### src/pkg/adccfg_pkg.sv
`default_nettype none
package adccfg_pkg;
  // Register byte offsets
  localparam logic [5:0] OFF_MODE = 6'h00;
  localparam logic [5:0] OFF_CHEN = 6'h04;
  localparam logic [5:0] OFF_STAT = 6'h08;
  localparam logic [5:0] OFF_DATA = 6'h0C;
  localparam logic [5:0] OFF_SETUP = 6'h20;
  // Mode register fields
  localparam int MODE_REFEN_BIT = 15;
  localparam int MODE_SE_BIT = 8;
  localparam int MODE_CLKSEL_LSB = 2;
  // Setup register fields
  localparam int SETUP_REFSEL_LSB = 4;
  localparam int SETUP_BIP_BIT = 12;
  localparam int NUM_SETUPS = 8;
  // Status register fields
  localparam int STAT_RDY_BIT = 4;
  localparam int STAT_REF_LSB = 5;
  localparam int STAT_MCLK_BIT = 7;
  // Reset values
  localparam logic [1:0] CLKSEL_RST = 2'h0;
  localparam logic [15:0] CHEN_RST = 16'h0001;
  localparam logic [1:0] REFSEL_RST = 2'h0;
  localparam logic SETUP_BIP_RST = 1'b1;
  // Reference sources
  localparam logic [1:0] REFSEL_EXT = 2'h0;
  localparam logic [1:0] REFSEL_INT = 2'h2;
  localparam logic [1:0] REFSEL_AVDD = 2'h3;
  // Master clock sources
  localparam logic [1:0] CLK_INT = 2'h0;
  localparam logic [1:0] CLK_INT_OUT = 2'h1;
  localparam logic [1:0] CLK_EXT = 2'h2;
  localparam logic [1:0] CLK_XTAL = 2'h3;
  // Clock rates in MHz
  localparam int OSC_MHZ = 16;
  localparam int MCLK_MHZ = 2;
  localparam int MCLK_DIV = OSC_MHZ / MCLK_MHZ;
  // Conversion path
  localparam int CODE_W = 24;
  localparam int NUM_CH = 16;
  localparam logic [4:0] COMMON_IDX = 5'h10;
endpackage : adccfg_pkg
`default_nettype wire

### src/adccfg_top.sv
// Summary of operation
// - Differential mode pairs inputs 0-1, 2-3 up to 14-15: eight channels.
// - Single-ended mode pairs each of 16 inputs with the common input.
// - Unipolar output is straight binary, zero to all ones.
// - Result is 24 bits; unipolar code is 2^24 times scaled input over ref.
// - Bipolar output is offset binary; zero input gives midscale.
// - Each setup holds a reference select field in bits 5 to 4.
// - Reference select resets to the external reference.
// - Internal reference is off at reset, drives its pin once enabled.
// - Internal reference enable is bit 15 of the mode register.
// - Master clock comes from oscillator, crystal or external clock.
// - Clock select field is bits 3 to 2 of the mode register.
// - Clock select resets to the internal oscillator.
// - The 16 MHz oscillator is divided down to a 2 MHz master clock.
// - Crystal mode divides the 16 MHz crystal to 2 MHz automatically.
// - Output data rate is derived from and scales with master clock.
// - When selected, the oscillator clock is driven on the shared pin.
// - External clock mode takes the shared pin as master clock.
// - Enabled channels convert in order, lowest to highest, then wrap.
`default_nettype none
module adccfg_top #(
  parameter int CONV_TICKS = 16
) (
  // Clock and reset
  input wire logic clk_in,
  input wire logic rst_b_in,
  // Avalon-MM slave
  input wire logic [5:0] avs_address_in,
  input wire logic avs_read_in,
  input wire logic avs_write_in,
  input wire logic [31:0] avs_writedata_in,
  output logic [31:0] avs_readdata_out,
  output logic avs_waitrequest_out,
  // Clock sources and shared clock pin
  input wire logic osc_clk_in,
  input wire logic crystal_input_pin_in,
  input wire logic crystal_or_clock_io_pin_in,
  output logic crystal_or_clock_io_pin_out,
  output logic crystal_or_clock_io_pin_oe_b_out,
  output logic master_clock_out,
  // Conversion path
  input wire logic signed [24:0] sample_in,
  output logic [3:0] mux_pos_out,
  output logic [4:0] mux_neg_out,
  output logic [1:0] reference_source_select_out,
  output logic reference_output_pin_en_out,
  output logic conv_done_out
);
  localparam int NS = adccfg_pkg::NUM_SETUPS;

  // Next enabled channel above cur, else lowest enabled, else cur
  function automatic logic [3:0] next_ch(input logic [3:0] cur,
                                         input logic [15:0] en);
    logic [3:0] lo;
    logic [3:0] hi;
    logic fhi;
    logic flo;
    lo = cur;
    hi = cur;
    fhi = 1'b0;
    flo = 1'b0;
    for (int i = adccfg_pkg::NUM_CH - 1; i >= 0; i--) begin
      if (en[i]) begin
        lo = 4'(i);
        flo = 1'b1;
        if (4'(i) > cur) begin
          hi = 4'(i);
          fhi = 1'b1;
        end
      end
    end
    return fhi ? hi : (flo ? lo : cur);
  endfunction : next_ch

  // Registers
  logic waitreq_ff;
  logic [31:0] rdata_ff;
  logic ref_en_ff, se_ff;
  logic [1:0] clksel_ff;
  logic [15:0] chen_ff;
  logic [1:0] refsel_ff [NS];
  logic bip_ff [NS];
  logic [3:0] cur_ff;
  logic [23:0] data_ff;
  logic ready_ff;
  logic [15:0] tcnt_ff;
  logic [2:0] sync1_ff, sync2_ff, prev_ff;
  logic [3:0] mux_pos_ff;
  logic [4:0] mux_neg_ff;
  logic [1:0] active_ref_ff;
  logic ref_drive_ff, mclk_ff, io_out_ff, io_oe_b_ff, conv_ff;

  // Bus decode
  logic req, acc, wr_acc, rd_acc;
  logic sel_mode, sel_chen, sel_stat, sel_data, sel_setup;
  logic [2:0] sidx;
  logic [31:0] mode_word, stat_word, setup_word, nxt_rdata;

  assign req = avs_read_in | avs_write_in;
  assign acc = req & ~waitreq_ff;
  assign wr_acc = acc & avs_write_in;
  assign rd_acc = acc & avs_read_in;
  assign sel_mode = avs_address_in == adccfg_pkg::OFF_MODE;
  assign sel_chen = avs_address_in == adccfg_pkg::OFF_CHEN;
  assign sel_stat = avs_address_in == adccfg_pkg::OFF_STAT;
  assign sel_data = avs_address_in == adccfg_pkg::OFF_DATA;
  assign sel_setup = avs_address_in[5] & (avs_address_in[1:0] == 2'h0);
  assign sidx = avs_address_in[4:2];

  assign mode_word = (32'(ref_en_ff) << adccfg_pkg::MODE_REFEN_BIT) |
                     (32'(se_ff) << adccfg_pkg::MODE_SE_BIT) |
                     (32'(clksel_ff) << adccfg_pkg::MODE_CLKSEL_LSB);
  assign stat_word = 32'(cur_ff) |
                     (32'(ready_ff) << adccfg_pkg::STAT_RDY_BIT) |
                     (32'(active_ref_ff) << adccfg_pkg::STAT_REF_LSB) |
                     (32'(mclk_ff) << adccfg_pkg::STAT_MCLK_BIT);
  assign setup_word = (32'(refsel_ff[sidx]) << adccfg_pkg::SETUP_REFSEL_LSB)
                    | (32'(bip_ff[sidx]) << adccfg_pkg::SETUP_BIP_BIT);
  // Unmapped offsets read as zero and ignore writes
  assign nxt_rdata = sel_mode ? mode_word :
                     sel_chen ? 32'(chen_ff) :
                     sel_stat ? stat_word :
                     sel_data ? 32'(data_ff) :
                     sel_setup ? setup_word : 32'h00000000;

  // One wait cycle per access, so read data is set up before the ack
  always_ff @(posedge clk_in or negedge rst_b_in) begin
    if (!rst_b_in) begin
      waitreq_ff <= 1'b1;
      rdata_ff <= 32'h00000000;
    end else begin
      waitreq_ff <= ~(req & waitreq_ff);
      rdata_ff <= nxt_rdata;
    end
  end

  always_ff @(posedge clk_in or negedge rst_b_in) begin
    if (!rst_b_in) begin
      ref_en_ff <= 1'b0;
      se_ff <= 1'b0;
      clksel_ff <= adccfg_pkg::CLKSEL_RST;
      chen_ff <= adccfg_pkg::CHEN_RST;
    end else if (wr_acc & sel_mode) begin
      ref_en_ff <= avs_writedata_in[adccfg_pkg::MODE_REFEN_BIT];
      se_ff <= avs_writedata_in[adccfg_pkg::MODE_SE_BIT];
      clksel_ff <=
        avs_writedata_in[adccfg_pkg::MODE_CLKSEL_LSB +: 2];
    end else if (wr_acc & sel_chen) begin
      chen_ff <= avs_writedata_in[15:0];
    end
  end

  always_ff @(posedge clk_in or negedge rst_b_in) begin
    if (!rst_b_in) begin
      for (int i = 0; i < NS; i++) begin
        refsel_ff[i] <= adccfg_pkg::REFSEL_RST;
        bip_ff[i] <= adccfg_pkg::SETUP_BIP_RST;
      end
    end else if (wr_acc & sel_setup) begin
      refsel_ff[sidx] <=
        avs_writedata_in[adccfg_pkg::SETUP_REFSEL_LSB +: 2];
      bip_ff[sidx] <= avs_writedata_in[adccfg_pkg::SETUP_BIP_BIT];
    end
  end

  // Clock sources: bit 0 oscillator, 1 crystal, 2 shared pin.
  // Sampled on clk_in, so sources must run below half of clk_in.
  logic [2:0] src_rise;
  logic bypass, div_edge, div_mclk, div_tick, tick;

  assign src_rise = sync2_ff & ~prev_ff;
  assign bypass = clksel_ff == adccfg_pkg::CLK_EXT;
  assign div_edge = (clksel_ff == adccfg_pkg::CLK_XTAL) ? src_rise[1] :
                    src_rise[0];
  assign tick = bypass ? src_rise[2] : div_tick;

  always_ff @(posedge clk_in or negedge rst_b_in) begin
    if (!rst_b_in) begin
      sync1_ff <= 3'h0;
      sync2_ff <= 3'h0;
      prev_ff <= 3'h0;
    end else begin
      sync1_ff <= {crystal_or_clock_io_pin_in, crystal_input_pin_in,
                   osc_clk_in};
      sync2_ff <= sync1_ff;
      prev_ff <= sync2_ff;
    end
  end

  adccfg_mclk_div #(
    .DIV(adccfg_pkg::MCLK_DIV)
  ) u_div (
    .clk_in(clk_in),
    .rst_b_in(rst_b_in),
    .edge_in(div_edge),
    .mclk_out(div_mclk),
    .tick_out(div_tick)
  );

  // Conversion sequencing
  logic conv;
  logic [15:0] eff_en;
  logic [23:0] code;
  logic [3:0] nxt_cur;

  assign conv = tick & (tcnt_ff == 16'(CONV_TICKS - 1));
  assign eff_en = se_ff ? chen_ff : {8'h00, chen_ff[7:0]};
  assign nxt_cur = next_ch(cur_ff, eff_en);

  adccfg_coder u_coder (
    .sample_in(sample_in),
    .bipolar_in(bip_ff[cur_ff[2:0]]),
    .code_out(code)
  );

  always_ff @(posedge clk_in or negedge rst_b_in) begin
    if (!rst_b_in) begin
      tcnt_ff <= 16'h0000;
      cur_ff <= 4'h0;
      data_ff <= 24'h000000;
    end else if (conv) begin
      tcnt_ff <= 16'h0000;
      cur_ff <= nxt_cur;
      data_ff <= code;
    end else if (tick) begin
      tcnt_ff <= tcnt_ff + 16'h0001;
    end
  end

  // A new result wins over a read that clears the flag
  always_ff @(posedge clk_in or negedge rst_b_in) begin
    if (!rst_b_in) begin
      ready_ff <= 1'b0;
    end else begin
      ready_ff <= conv | (ready_ff & ~(rd_acc & sel_data));
    end
  end

  // Registered outputs
  always_ff @(posedge clk_in or negedge rst_b_in) begin
    if (!rst_b_in) begin
      mux_pos_ff <= 4'h0;
      mux_neg_ff <= 5'h01;
      active_ref_ff <= adccfg_pkg::REFSEL_RST;
      ref_drive_ff <= 1'b0;
      mclk_ff <= 1'b0;
      io_out_ff <= 1'b0;
      io_oe_b_ff <= 1'b1;
      conv_ff <= 1'b0;
    end else begin
      mux_pos_ff <= se_ff ? cur_ff : {cur_ff[2:0], 1'b0};
      mux_neg_ff <= se_ff ? adccfg_pkg::COMMON_IDX
                          : {1'b0, cur_ff[2:0], 1'b1};
      active_ref_ff <= refsel_ff[cur_ff[2:0]];
      ref_drive_ff <= ref_en_ff;
      mclk_ff <= bypass ? sync2_ff[2] : div_mclk;
      io_out_ff <= sync2_ff[0];
      io_oe_b_ff <= clksel_ff != adccfg_pkg::CLK_INT_OUT;
      conv_ff <= conv;
    end
  end

  assign avs_waitrequest_out = waitreq_ff;
  assign avs_readdata_out = rdata_ff;
  assign mux_pos_out = mux_pos_ff;
  assign mux_neg_out = mux_neg_ff;
  assign reference_source_select_out = active_ref_ff;
  assign reference_output_pin_en_out = ref_drive_ff;
  assign master_clock_out = mclk_ff;
  assign crystal_or_clock_io_pin_out = io_out_ff;
  assign crystal_or_clock_io_pin_oe_b_out = io_oe_b_ff;
  assign conv_done_out = conv_ff;

  // Helper: source edges seen between two divider ticks
  logic [3:0] ecnt_ff;
  logic seen_ff;
  always_ff @(posedge clk_in or negedge rst_b_in) begin
    if (!rst_b_in) begin
      ecnt_ff <= 4'h0;
      seen_ff <= 1'b0;
    end else if (wr_acc & sel_mode) begin
      ecnt_ff <= 4'h0;
      seen_ff <= 1'b0;
    end else if (div_tick) begin
      ecnt_ff <= 4'h0;
      seen_ff <= 1'b1;
    end else if (div_edge && ecnt_ff != 4'hF) begin
      ecnt_ff <= ecnt_ff + 4'h1;
    end
  end
endmodule : adccfg_top
`default_nettype wire

### src/adccfg_mclk_div.sv
`default_nettype none
module adccfg_mclk_div #(
  parameter int DIV = adccfg_pkg::MCLK_DIV
) (
  // Clock and reset
  input wire logic clk_in,
  input wire logic rst_b_in,
  // Source edges in, divided clock out
  input wire logic edge_in,
  output logic mclk_out,
  output logic tick_out
);
  localparam int HALF = DIV / 2;
  localparam int CW = (HALF > 1) ? $clog2(HALF) : 1;
  localparam logic [CW-1:0] LAST = CW'(HALF - 1);

  logic [CW-1:0] cnt_ff;
  logic mclk_ff;
  logic wrap;

  // Toggle every half period keeps the duty cycle at one half
  assign wrap = edge_in & (cnt_ff == LAST);
  assign tick_out = wrap & ~mclk_ff;
  assign mclk_out = mclk_ff;

  always_ff @(posedge clk_in or negedge rst_b_in) begin
    if (!rst_b_in) begin
      cnt_ff <= '0;
      mclk_ff <= 1'b0;
    end else if (wrap) begin
      cnt_ff <= '0;
      mclk_ff <= ~mclk_ff;
    end else if (edge_in) begin
      cnt_ff <= cnt_ff + CW'(1);
    end
  end
endmodule : adccfg_mclk_div
`default_nettype wire

### src/adccfg_coder.sv
`default_nettype none
module adccfg_coder (
  // Scaled sample in, code out
  input wire logic signed [24:0] sample_in,
  input wire logic bipolar_in,
  output logic [adccfg_pkg::CODE_W-1:0] code_out
);
  localparam logic signed [25:0] HALF_SC = 26'sh0800000;
  localparam logic signed [25:0] FULL_SC = 26'sh0FFFFFF;

  logic signed [25:0] uni;
  logic signed [25:0] bip;
  logic signed [25:0] sel;

  // Sample is 2^24 * vin * 0.1 / vref
  assign uni = 26'(sample_in);
  assign bip = 26'(sample_in >>> 1) + HALF_SC;
  assign sel = bipolar_in ? bip : uni;
  // Out-of-range inputs saturate rather than wrap
  assign code_out = (sel < 0) ? '0 :
                    (sel > FULL_SC) ? '1 : sel[23:0];
endmodule : adccfg_coder
`default_nettype wire

### config.mk
export PLATFORM = sky130hd
export DESIGN_NAME = adccfg_top
export DESIGN_NICKNAME = d
export VERILOG_FILES = /design/src/pkg/adccfg_pkg.sv /design/src/adccfg_top.sv /design/src/adccfg_mclk_div.sv /design/src/adccfg_coder.sv
export SDC_FILE = /design/constraint.sdc
export NUM_CORES = 1
export LEC_CHECK = 0
export ABC_AREA = 1
export BUFFER_PORTS_ARGS = -buffer_cell sky130_fd_sc_hd__buf_2
export CAP_MARGIN = 10
export CORE_MARGIN = 5
export CORE_UTILIZATION = 61
export DETAILED_ROUTE_END_ITERATION = 10
export PLACE_DENSITY = 0.86
export SLEW_MARGIN = 30
export SYNTH_ARGS = -nofsm -noshare
export SYNTH_HDL_FRONTEND = slang
export SYNTH_SLANG_ARGS = --single-unit
export TNS_END_PERCENT = 50
### constraint.sdc
create_clock -name clk_in -period 5 [get_ports clk_in]
set_input_delay 1 -clock clk_in [delete_from_list [all_inputs] [get_ports clk_in]]
set_output_delay 1 -clock clk_in [all_outputs]
set_load 0.01 [all_outputs]
# After elaboration in Yosys (flattened, before gate mapping)
# Cells that the tools add are included.
# W data, S select, Z words.
# totals
ff_bits,142
in_bits,70
out_inout_bits,49
word_cells,244
# op_classes
add_sub_neg,3
magnitude_cmp,21
eq_ne,8
muxes,134
bitwise,30
reduce_logical,9
# ops
op,count
$mux W4,51
$mux W24,6
$mux W1,56
$mux W16,3
$gt A4 B4 Y1 const A,8
$add A24 B25 Y26 const B,1
$gt A26 B25 Y1 const B,1
$lt A26 B1 Y1 const B,1
$mux W26,1
$reduce_bool A17 Y1,1
$add A16 B1 Y16 const B,1
$bwmux W16,1
$eq A16 B4 Y1 const B,1
$gt A3 B4 Y1 const A,4
$or A16 B4 Y16,1
$or A16 B9 Y16,1
$mux W2,7
$and A1 B1 Y1,13
$mux W13,1
$or A6 B13 Y13,1
$bmux W2 S3,2
$eq A6 B4 Y1 const B,2
$bwmux W8,1
$ge A4 B4 Y1 const B,2
other kinds (25),38

# Depth between registers and ports, before layout
# Gate-level depths: netlist of run 1.
# logic_depth
ltp_word,35
depth_mapped,20
depth_no_buf,19

# Cells and area by module
# A second synthesis of run 1 with hierarchy kept.
# hier_totals
cells_unflattened,859
hier_area_um2,6956.7
# by_module_without_submodules
mod,n_inst,cells_each,area_per_inst_um2,seq_area_each_um2
adccfg_top,1,717,6317.3,3468.3
adccfg_coder,1,124,498.0,0.0
adccfg_mclk_div,1,18,141.4,75.1

# Worst setup path before layout of run 1
# OpenSTA, ideal clock, no wires.
# synth_path
kind,input -> register
start,input avs_address_in[2]
end,register chen_ff[1]
setup_time_ns,0.130
t_arrival_ns,2.150
t_required_ns,4.870
path_slack_ns,2.720
cell_stages,9
cell_sequence,buf_2 -> inv_1 -> nor2_1 -> inv_1 -> nor2_1 -> nand2_1 -> clkbuf_1 -> nor2_1 -> a21oi_1
# synth_between
elab_chain_len,4
# synth_lines
item,line,text
start: declaration,adccfg_top.sv:28,"input wire logic [5:0] avs_address_in,"
$logic_not A6 Y1,adccfg_top.sv:103,assign sel_mode = avs_address_in == adccfg_pkg::OFF_MODE;
$and A1 B1 Y1,n/a,
$not A1 Y1 (no source line),n/a,
$reduce_and A2 Y1 (no source line) (*),n/a,
end signal: assignment,adccfg_top.sv:142,chen_ff <= adccfg_pkg::CHEN_RST;
end signal: assignment,adccfg_top.sv:149,chen_ff <= avs_writedata_in[15:0];
end: declaration,adccfg_top.sv:80,logic [15:0] chen_ff;
# Every way passes the cells marked *; elsewhere a longest branch is shown, timed or not.
# A chain may end at the register's enable or synchronous reset.

# Worst setup path in the final report of run 1
# layout_path
start,input avs_address_in[2]
end,register chen_ff[14]
# The elaborated chain is that of the path after synthesis.

==> flow_summary_export.csv, run 1 <==
group,metric,value,unit
outcome,status,"completed",
timing,holdWs,0.3497,ns
synthesis,synth_cell_types,50,
cts,hold_buffers,0,
timing,hold_viol_final,0,
place,dp_hpwl,11.94,mm
timing,finClkSkew,0.01013,ns
floorplan,initial_core_util,62.80,%
synthesis,ys_warn_count,0,
synthesis,synthesis.instances,793,
finish,num-fill-cells,795,
route,wl_per_cell,16.40,um
floorplan,io_pins,119,
route,via_count,5924,
global_route,grt-ovfl-total,0,
route,viasPerCell,5.702,
synthesis,synth_top_flop_cell,"dfrtp_1",
worst_setup_path,cp_max_fo,26,
finish,multi_input_area,2794,um^2
cts,clk_latency,0.43,ns
worst_setup_path,crit_type,"input port to register",
global_route,gr-usage-all-layers,26.51,%
finish,nNetsFinal,958,
worst_setup_path,slowest_stage,"nand2_1",
global_route,grt_pass1_wl,27.63,mm
power_and_ir_drop,power,0.002955,W
global_route,grt_pass1_vias,5717,
power_and_ir_drop,powerDensity,363.9,nW/um^2
worst_setup_path,crit_chain,"buf_2 -> inv_1 -> nor2_1 -> inv_1 -> nor2_1 -> nand2_1 -> mux2_2",
place,dpl_cell_area,7438,um^2
timing,rsz0062_at_grt,"no",
timing,max_freq,0.3078,GHz
route,totalWireLength,17.04,mm
worst_setup_path,cp.arrival,3.56,ns
timing,slew_viol_final,0,
finish,layout_common_cells,"163 x nand2_1, 129 x dfrtp_1, 101 x inv_1",
power_and_ir_drop,ir_drop,0.3476,mV
power_and_ir_drop,p_leak,4.005,nW
finish,layout_commonest_cell,"nand2_1",
floorplan,die_h,116.3,um
finish,register_area,3543,um^2
finish,final_cells,1039,
synthesis,synth_edf_count,0,
timing,period_share,64.98,%
cts,cts_buffers,17,
synthesis,syn_avg_cell_area,8.698,um^2
worst_setup_path,worst_ep_required_time,5.31,ns
timing,finalSetupViolCount,0,
finish,design_area,8119,um^2
timing,worst_slew_pin_slew,0.8422,ns
worst_setup_path,critPathTopFamily,"simple AND/OR/NAND/NOR gates",
route,first_pass_iters,7,
worst_setup_path,crit_path_end_kind,"register",
cts,cts_tree,"built",
floorplan,die-area,13540,um^2
finish,drive_gt1_share,19.80,%
global_route,grt_start_max_net_pins,111,
cts,clk_pin_slew,0.06,ns
route,postRouteAntennaNets,0,
worst_setup_path,path_buf_inv,3,
floorplan,core-area,10980,um^2
place,post-place-cells,1006,
synthesis,synth_area,6898,um^2
synthesis,ys_ff_latch,141,
finish,n_antenna_cell,0,
timing,tns,0,ns
cts,post_cts_resized,0,
worst_setup_path,slowest_delay,0.74,ns
synthesis,async_reset_ff_share,100.0,%
timing,maxSlewHeadroom,43.65,%
hold_path,holdCritPathClass,"register to register",
route,drc,0,
job,drv_cap,0,
synthesis,synth_seq_area_share,51.37,%
cts,cts_root_buf,"clkbuf_16",
floorplan,fp-row-count,38,
timing,period_minus_slack,3.249,ns
cts,clock-sinks,141,
cts,cts_buffer_depth,2,
floorplan,die_width,116.3,um
cts,cts_setup_buffers,0,
global_route,antenna_found_initial,0,
cts,cts_htree_levels,4,
worst_setup_path,worstSetupStartpointType,"input port",
place,port_buffers,94,
route,drtIter0Drc,544,
finish,area_growth,17.70,%
place,gp_congestion,0.9512,
worst_setup_path,rrSetupSlack,2.29,ns
==> worst paths after layout <==
kind / from / endpoint / cells after the start
worst min register to register: sync1_ff[2]$_DFF_PN0_ / sync2_ff[2]$_DFF_PN0_ / 0
worst min-delay path: sync1_ff[2]$_DFF_PN0_ / sync2_ff[2]$_DFF_PN0_ / 0
worst max register to register: clksel_ff[1]$_DFFE_PN0P_ / cur_ff[1]$_DFFE_PN0P_ / 9
worst max-delay path: avs_address_in[2] / chen_ff[14]$_DFFE_PN0P_ / 7
max in group asynchronous: rst_b_in / crystal_or_clock_io_pin_oe_b_out$_DFF_PN1_ / 3
min in group asynchronous: rst_b_in / mux_pos_out[3]$_DFF_PN0_ / 1
==> power breakdown <==
group	internal [W]	total, W	switching, W
Combinational	0.000107	0.000290	0.000183
Sequential	0.00122	0.00128	0.0000619
Clock	0.000910	0.00138	0.000474
==> registers in the layout, summed over array words and instances (netlist names), 3 cells and up <==
| register | cells |
|---|---|
| tcnt_ff | 16 |
| mux_neg_out | 5 |
| prev_ff | 3 |
| data_ff | 24 |
| mux_pos_out | 4 |
| avs_readdata_out | 24 |
| chen_ff | 16 |
| sync2_ff | 3 |
| bip_ff | 8 |
| sync1_ff | 3 |
| cur_ff | 4 |
| refsel_ff | 16 |
==> final cells by class <==
class                   count  area share [%]
well taps                 140           2.157
clock inverters            10           2.296
flip-flops and latches    141           43.64
clock buffers              22           5.717
inverters                 108           5.008
repair buffers             98           6.765
multi-input cells         520           34.41
==> cell families (layout without fill, tap and decap cells) <==
family	Yosys count	count (layout)	share of synthesized area [%]
and+or+nand+nor	313	313	21.64
AOI/OAI and AO/OA	182	182	15.78
DFF	141	141	51.37
buffers and inverters	139	238	8.670
xor gates and xnor gates	9	9	1.143
muxes	6	6	0.9794
adders and majority gates	2	2	0.3627
other	1	8	0.05436
==> per-stage QoR <==
stage / worst slack (ns) / utilization, %
after detailed placement: 1.418 / 67.73
after floorplan: 2.720 / -
after global placement: 1.443 / 67.48
after global routing: 1.579 / 73.92
final: 1.751 / 73.92
after CTS: 1.824 / 73.65
==> per-layer routing <==
metal | global-route usage (%) | wire [um]
met1 | 36.03 | 7232
met5 | 0 | 0
met4 | 8.971 | 421
met2 | 41.53 | 8034
met3 | 7.202 | 1349
==> cell usage after synthesis, types with 8 or more instances <==
| master | count | share of area [%] |
|---|---|---|
| a22oi_1 | 10 | 1.1 |
| buf_4 | 11 | 1.2 |
| dfstp_2 | 12 | 4.6 |
| inv_1 | 101 | 5.5 |
| buf_2 | 9 | 0.65 |
| clkbuf_1 | 8 | 0.44 |
| o211ai_1 | 8 | 0.87 |
| nor2_1 | 57 | 3.1 |
| dfrtp_1 | 129 | 47 |
| nor3_1 | 10 | 0.73 |
| nand2_1 | 163 | 8.9 |
| o221ai_1 | 8 | 1.0 |
| nand3_1 | 23 | 1.7 |
| a21oi_1 | 37 | 2.7 |
| nor4_1 | 9 | 0.82 |
| a211oi_1 | 9 | 0.98 |
| nor3b_1 | 19 | 2.1 |
| xor2_1 | 9 | 1.1 |
| o21ai_0 | 80 | 5.8 |
Power figures use the tool's default switching activity.
==> run 2, diff against run 1 <==
--- a/config.mk
+++ b/config.mk
@@ -9,9 +9,9 @@
 export BUFFER_PORTS_ARGS = -buffer_cell sky130_fd_sc_hd__buf_2
 export CAP_MARGIN = 10
 export CORE_MARGIN = 5
-export CORE_UTILIZATION = 61
+export CORE_UTILIZATION = 56
 export DETAILED_ROUTE_END_ITERATION = 10
-export PLACE_DENSITY = 0.86
+export PLACE_DENSITY = 0.8
 export SLEW_MARGIN = 30
 export SYNTH_ARGS = -nofsm -noshare
 export SYNTH_HDL_FRONTEND = slang
==> constraint.sdc (replaced) <==
create_clock -name clk_in -period 3.2 [get_ports clk_in]
set_input_delay 0.64 -clock clk_in [delete_from_list [all_inputs] [get_ports clk_in]]
set_output_delay 0.64 -clock clk_in [all_outputs]
set_load 0.01 [all_outputs]
==> flow_summary_export.csv, run 2 (same netlist as run 1, synthesis figures left out) <==
group,metric,value,unit
power_and_ir_drop,ir_drop,0.4497,mV
floorplan,fp-row-count,40,
finish,multi_input_area,2794,um^2
worst_setup_path,crit_type,"register to register",
worst_setup_path,cp_max_fo,27,
floorplan,die_h,121.0,um
timing,tns,0,ns
timing,rsz0062_at_grt,"no",
cts,cts_tree,"built",
hold_path,holdCritPathClass,"input port to async pin",
floorplan,die-area,14640,um^2
floorplan,io_pins,119,
finish,n_antenna_cell,0,
worst_setup_path,worst_ep_required_time,3.50,ns
finish,nNetsFinal,962,
finish,num-fill-cells,948,
cts,cts_buffers,17,
finish,register_area,3543,um^2
worst_setup_path,worstSetupStartpointType,"register",
timing,finClkSkew,0.007252,ns
timing,setup_ws,0.7669,ns
finish,layout_commonest_cell,"nand2_1",
route,postRouteAntennaNets,0,
worst_setup_path,cp.arrival,2.73,ns
route,via_count,5823,
global_route,gr-usage-all-layers,23.45,%
place,port_buffers,94,
place,dp_slack,0.7167,ns
global_route,grt_pass1_vias,5501,
global_route,grt_pass1_wl,26.90,mm
timing,hold_viol_final,0,
place,gp_congestion,0.9785,
cts,hold_buffers,0,
finish,drive_gt1_share,20.49,%
outcome,status,"completed",
cts,cts_htree_levels,4,
route,totalWireLength,16.58,mm
route,drtIter0Drc,641,
finish,area_growth,17.41,%
worst_setup_path,crit_path_end_kind,"register",
timing,period_share,76.04,%
cts,cts_root_buf,"clkbuf_16",
timing,maxSlewHeadroom,49.77,%
cts,clk_latency,0.43,ns
cts,cts_buffer_depth,2,
timing,finalSetupViolCount,0,
global_route,grt-ovfl-total,0,
cts,cts_setup_buffers,0,
job,drv_cap,0,
route,first_pass_iters,6,
timing,slew_viol_final,0,
timing,period_minus_slack,2.433,ns
route,viasPerCell,5.437,
floorplan,core-area,12060,um^2
global_route,antenna_found_initial,0,
floorplan,initial_core_util,57.19,%
timing,worst_slew_pin_slew,0.7517,ns
route,wl_per_cell,15.48,um
finish,layout_common_cells,"163 x nand2_1, 129 x dfrtp_1, 101 x inv_1",
floorplan,die_width,121.0,um
timing,max_freq,0.4110,GHz
power_and_ir_drop,powerDensity,539.1,nW/um^2
place,dp_hpwl,11.84,mm
global_route,grt_start_max_net_pins,142,
route,drc,0,
cts,clk_pin_slew,0.06,ns
cts,post_cts_resized,0,
power_and_ir_drop,p_leak,3.985,nW
cts,clock-sinks,141,
run 2: area by class of cell:
cell class	count	area share, %
Inverter	108	5.021
Tap cell	168	2.595
Clock inverter	14	1.777
Clock buffer	18	5.423
Multi-Input combinational cell	520	34.50
Timing Repair Buffer	102	6.937
Sequential cell	141	43.75
run 2: report_power, final:
| group | internal (W) | switching, W | leakage, nW |
|---|---|---|---|
| Combinational | 0.000164 | 0.000283 | 1.94 |
| Sequential | 0.00190 | 0.0000911 | 1.77 |
| Clock | 0.00116 | 0.000760 | 0.275 |
| Total | 0.00323 | 0.00113 | 3.98 |
run 2: critical path: stages (launching register included):
cell and delay, ns:
dfrtp_1 0.51, nor2_1 0.44, o21ai_0 0.24, o221ai_4 0.51, buf_12 0.24, nor3b_2 0.06, a211oi_1 0.22, a21oi_1 0.07
run 2: final timing paths:
kind	slack, ns	depth (start not counted)	start	to
min	0.29	2	rst_b_in	mux_neg_out[2]$_DFF_PN0_
max in group asynchronous	2.35	2	rst_b_in	refsel_ff[11]$_DFFE_PN0P_
max reg2reg	0.77	7	cur_ff[1]$_DFFE_PN0P_	data_ff[20]$_DFFE_PN0P_
min reg2reg	0.35	0	sync1_ff[2]$_DFF_PN0_	sync2_ff[2]$_DFF_PN0_
max	0.77	7	cur_ff[1]$_DFFE_PN0P_	data_ff[20]$_DFFE_PN0P_
min in group clk_in	0.32	1	crystal_or_clock_io_pin_in	sync1_ff[2]$_DFF_PN0_
run 2: routing by layer:
layer / track usage (%) / vias up / share of wire [%]
li1: - / 2829 / -
met1: 31.57 / 2731 / 44
met2: 37.79 / 234 / 47
met3: 5.455 / 29 / 7.5
met4: 7.365 / 0 / 1.7
met5: 0 / - / 0
run 2: through the flow:
stage	cells	power [W]	hold slack [ns]	area (um^2)	util, %
after floorplan	800	0.002288	0.3312	6924	-
after global placement	1039	0.002448	0.3338	7516	62.31
after detailed placement	1039	0.002463	0.3347	7516	62.31
after CTS	1071	0.004391	0.3014	8099	67.15
after global routing	1071	0.004550	0.3067	8099	67.15
final	1071	0.004366	0.2948	8099	67.15
==> run 3, diff against run 2 <==
==> constraint.sdc (replaced) <==
create_clock -name clk_in -period 2.5 [get_ports clk_in]
set_input_delay 0.5 -clock clk_in [delete_from_list [all_inputs] [get_ports clk_in]]
set_output_delay 0.5 -clock clk_in [all_outputs]
set_load 0.01 [all_outputs]
==> flow_summary_export.csv, run 3 (same netlist as run 1, synthesis figures left out) <==
group,metric,value,unit
outcome,status,"completed",
finish,layout_common_cells,"163 x nand2_1, 129 x dfrtp_1, 101 x inv_1",
finish,area_growth,19.14,%
worst_setup_path,slowest_delay,0.53,ns
route,drtIter0Drc,704,
place,gp_congestion,0.9441,
power_and_ir_drop,powerDensity,699.7,nW/um^2
global_route,gr-usage-all-layers,24.05,%
power_and_ir_drop,p_switching,0.001427,W
timing,finClkSkew,0.006635,ns
timing,max_freq,0.4263,GHz
finish,layout_commonest_cell,"nand2_1",
power_and_ir_drop,p_leak,4.069,nW
floorplan,initial_core_util,57.19,%
worst_setup_path,crit_chain,"nor2_1 -> o21ai_0 -> o221ai_4 -> buf_12 -> nor3b_1 -> a211oi_1 -> a21oi_1",
hold_path,holdCritPathClass,"input port to async pin",
timing,tns,0,ns
worst_setup_path,slowest_stage,"dfrtp_1",
finish,num-fill-cells,979,
route,viasPerCell,5.445,
timing,period_minus_slack,2.346,ns
worst_setup_path,cp_max_fo,21,
floorplan,fp-row-count,40,
cts,cts_buffers,17,
global_route,grt-ovfl-total,0,
finish,n_antenna_cell,0,
power_and_ir_drop,ir_drop,0.5103,mV
cts,cts_root_buf,"clkbuf_16",
global_route,antenna_found_initial,0,
timing,finalSetupViolCount,0,
power_and_ir_drop,comb_power_share,10.3,%
place,dp_slack,0.2399,ns
global_route,grt_pass1_wl,27.69,mm
route,wl_per_cell,15.62,um
worst_setup_path,cp.arrival,2.64,ns
floorplan,die-area,14640,um^2
cts,cts_htree_levels,4,
finish,register_area,3543,um^2
cts,cts_tree,"built",
cts,clk_pin_slew,0.06,ns
floorplan,io_pins,119,
route,postRouteAntennaNets,0,
power_and_ir_drop,p_clk_share,45.2,%
floorplan,die_h,121.0,um
power_and_ir_drop,swShare,24.81,%
worst_setup_path,worstSetupStartpointType,"register",
finish,multi_input_area,2794,um^2
place,port_buffers,94,
timing,hold_viol_final,0,
global_route,grt_pass1_vias,5657,
cts,hold_buffers,0,
power_and_ir_drop,seqPwrFrac,44.5,%
worst_setup_path,crit_type,"register to register",
route,totalWireLength,16.91,mm
worst_setup_path,worst_ep_required_time,2.80,ns
timing,worst_slew_pin_slew,0.5886,ns
cts,cts_buffer_depth,2,
job,drv_cap,0,
power_and_ir_drop,intPower,0.004323,W
place,dp_hpwl,12.27,mm
timing,period_share,93.82,%
finish,drive_gt1_share,21.44,%
cts,clk_latency,0.42,ns
finish,nNetsFinal,973,
floorplan,core-area,12060,um^2
timing,maxSlewHeadroom,60.76,%
floorplan,die_width,121.0,um
worst_setup_path,crit_path_end_kind,"register",
timing,setup_ws,0.1544,ns
route,via_count,5892,
timing,slew_viol_final,0,
global_route,grt_start_max_net_pins,65,
route,first_pass_iters,5,
timing,rsz0062_at_grt,"no",
route,drc,0,
cts,clock-sinks,141,
==> run 3: through the flow <==
| stage | utilization [%] | total power, W | hold WS (ns) | std cells | cell area, um^2 |
|---|---|---|---|---|---|
| final | 68.13 | 0.005750 | 0.05399 | 1082 | 8218 |
| after global placement | 63.00 | 0.003146 | 0.3328 | 1050 | 7599 |
| after global routing | 68.13 | 0.005989 | 0.09664 | 1082 | 8218 |
| after detailed placement | 63.00 | 0.003172 | 0.3347 | 1050 | 7599 |
| after CTS | 68.13 | 0.005768 | 0.07588 | 1082 | 8218 |
| after floorplan | - | 0.002929 | 0.2044 | 800 | 6924 |
==> run 3: routing by layer <==
metal,vias to the layer above,GRT usage (%),share of wire (%)
met2,205,39.32,49
met5,-,0,0
met4,0,8.357,1.8
li1,2853,-,-
met3,30,4.942,6.1
met1,2804,31.98,44
==> run 3: final timing paths <==
check,from,endpoint,slack [ns],cells past startpoint
max,cur_ff[1]$_DFFE_PN0P_,data_ff[21]$_DFFE_PN0P_,0.15,7
min,rst_b_in,avs_readdata_out[0]$_DFF_PN0_,0.05,1
max reg2reg,cur_ff[1]$_DFFE_PN0P_,data_ff[21]$_DFFE_PN0P_,0.15,7
min reg2reg,sync1_ff[2]$_DFF_PN0_,sync2_ff[2]$_DFF_PN0_,0.35,0
max in group asynchronous,rst_b_in,bip_ff[3]$_DFFE_PN1P_,1.75,2
min in group clk_in,crystal_or_clock_io_pin_in,sync1_ff[2]$_DFF_PN0_,0.18,1
==> run 3: final cells by class <==
| type | instances | share of cell area, % |
|---|---|---|
| sequential | 141 | 43.12 |
| inverter | 108 | 4.948 |
| multi-input combinational | 520 | 34.00 |
| tap | 168 | 2.558 |
| clock buffer | 21 | 5.847 |
| timing repair buffer | 113 | 7.841 |
| clock inverter | 11 | 1.690 |
==> run 3: critical path: cells and delay by family, from the launching register on <==
kind	cells	cell delay [ns]
and+or+nand+nor	2	0.51
DFF	1	0.53
AOI/OAI and AO/OA	4	0.97
buffers and inverters	1	0.21
==> run 3: power by group through the flow <==
stage / Combinational [W] / Sequential (W) / Clock, W
2_1_floorplan: 0.000366 / 0.00256 / 0
3_3_place_gp: 0.000561 / 0.00259 / 0
3_5_place_dp: 0.000581 / 0.00259 / 0
4_1_cts: 0.000594 / 0.00256 / 0.00262
5_1_grt: 0.000674 / 0.00257 / 0.00274
6_report: 0.000592 / 0.00256 / 0.00260
==> run 3: repair_timing <==
action,4_1_cts,5_1_grt
endpoints found under the setup margin,0,1
buffers inserted,0,0
gates resized for setup,0,0
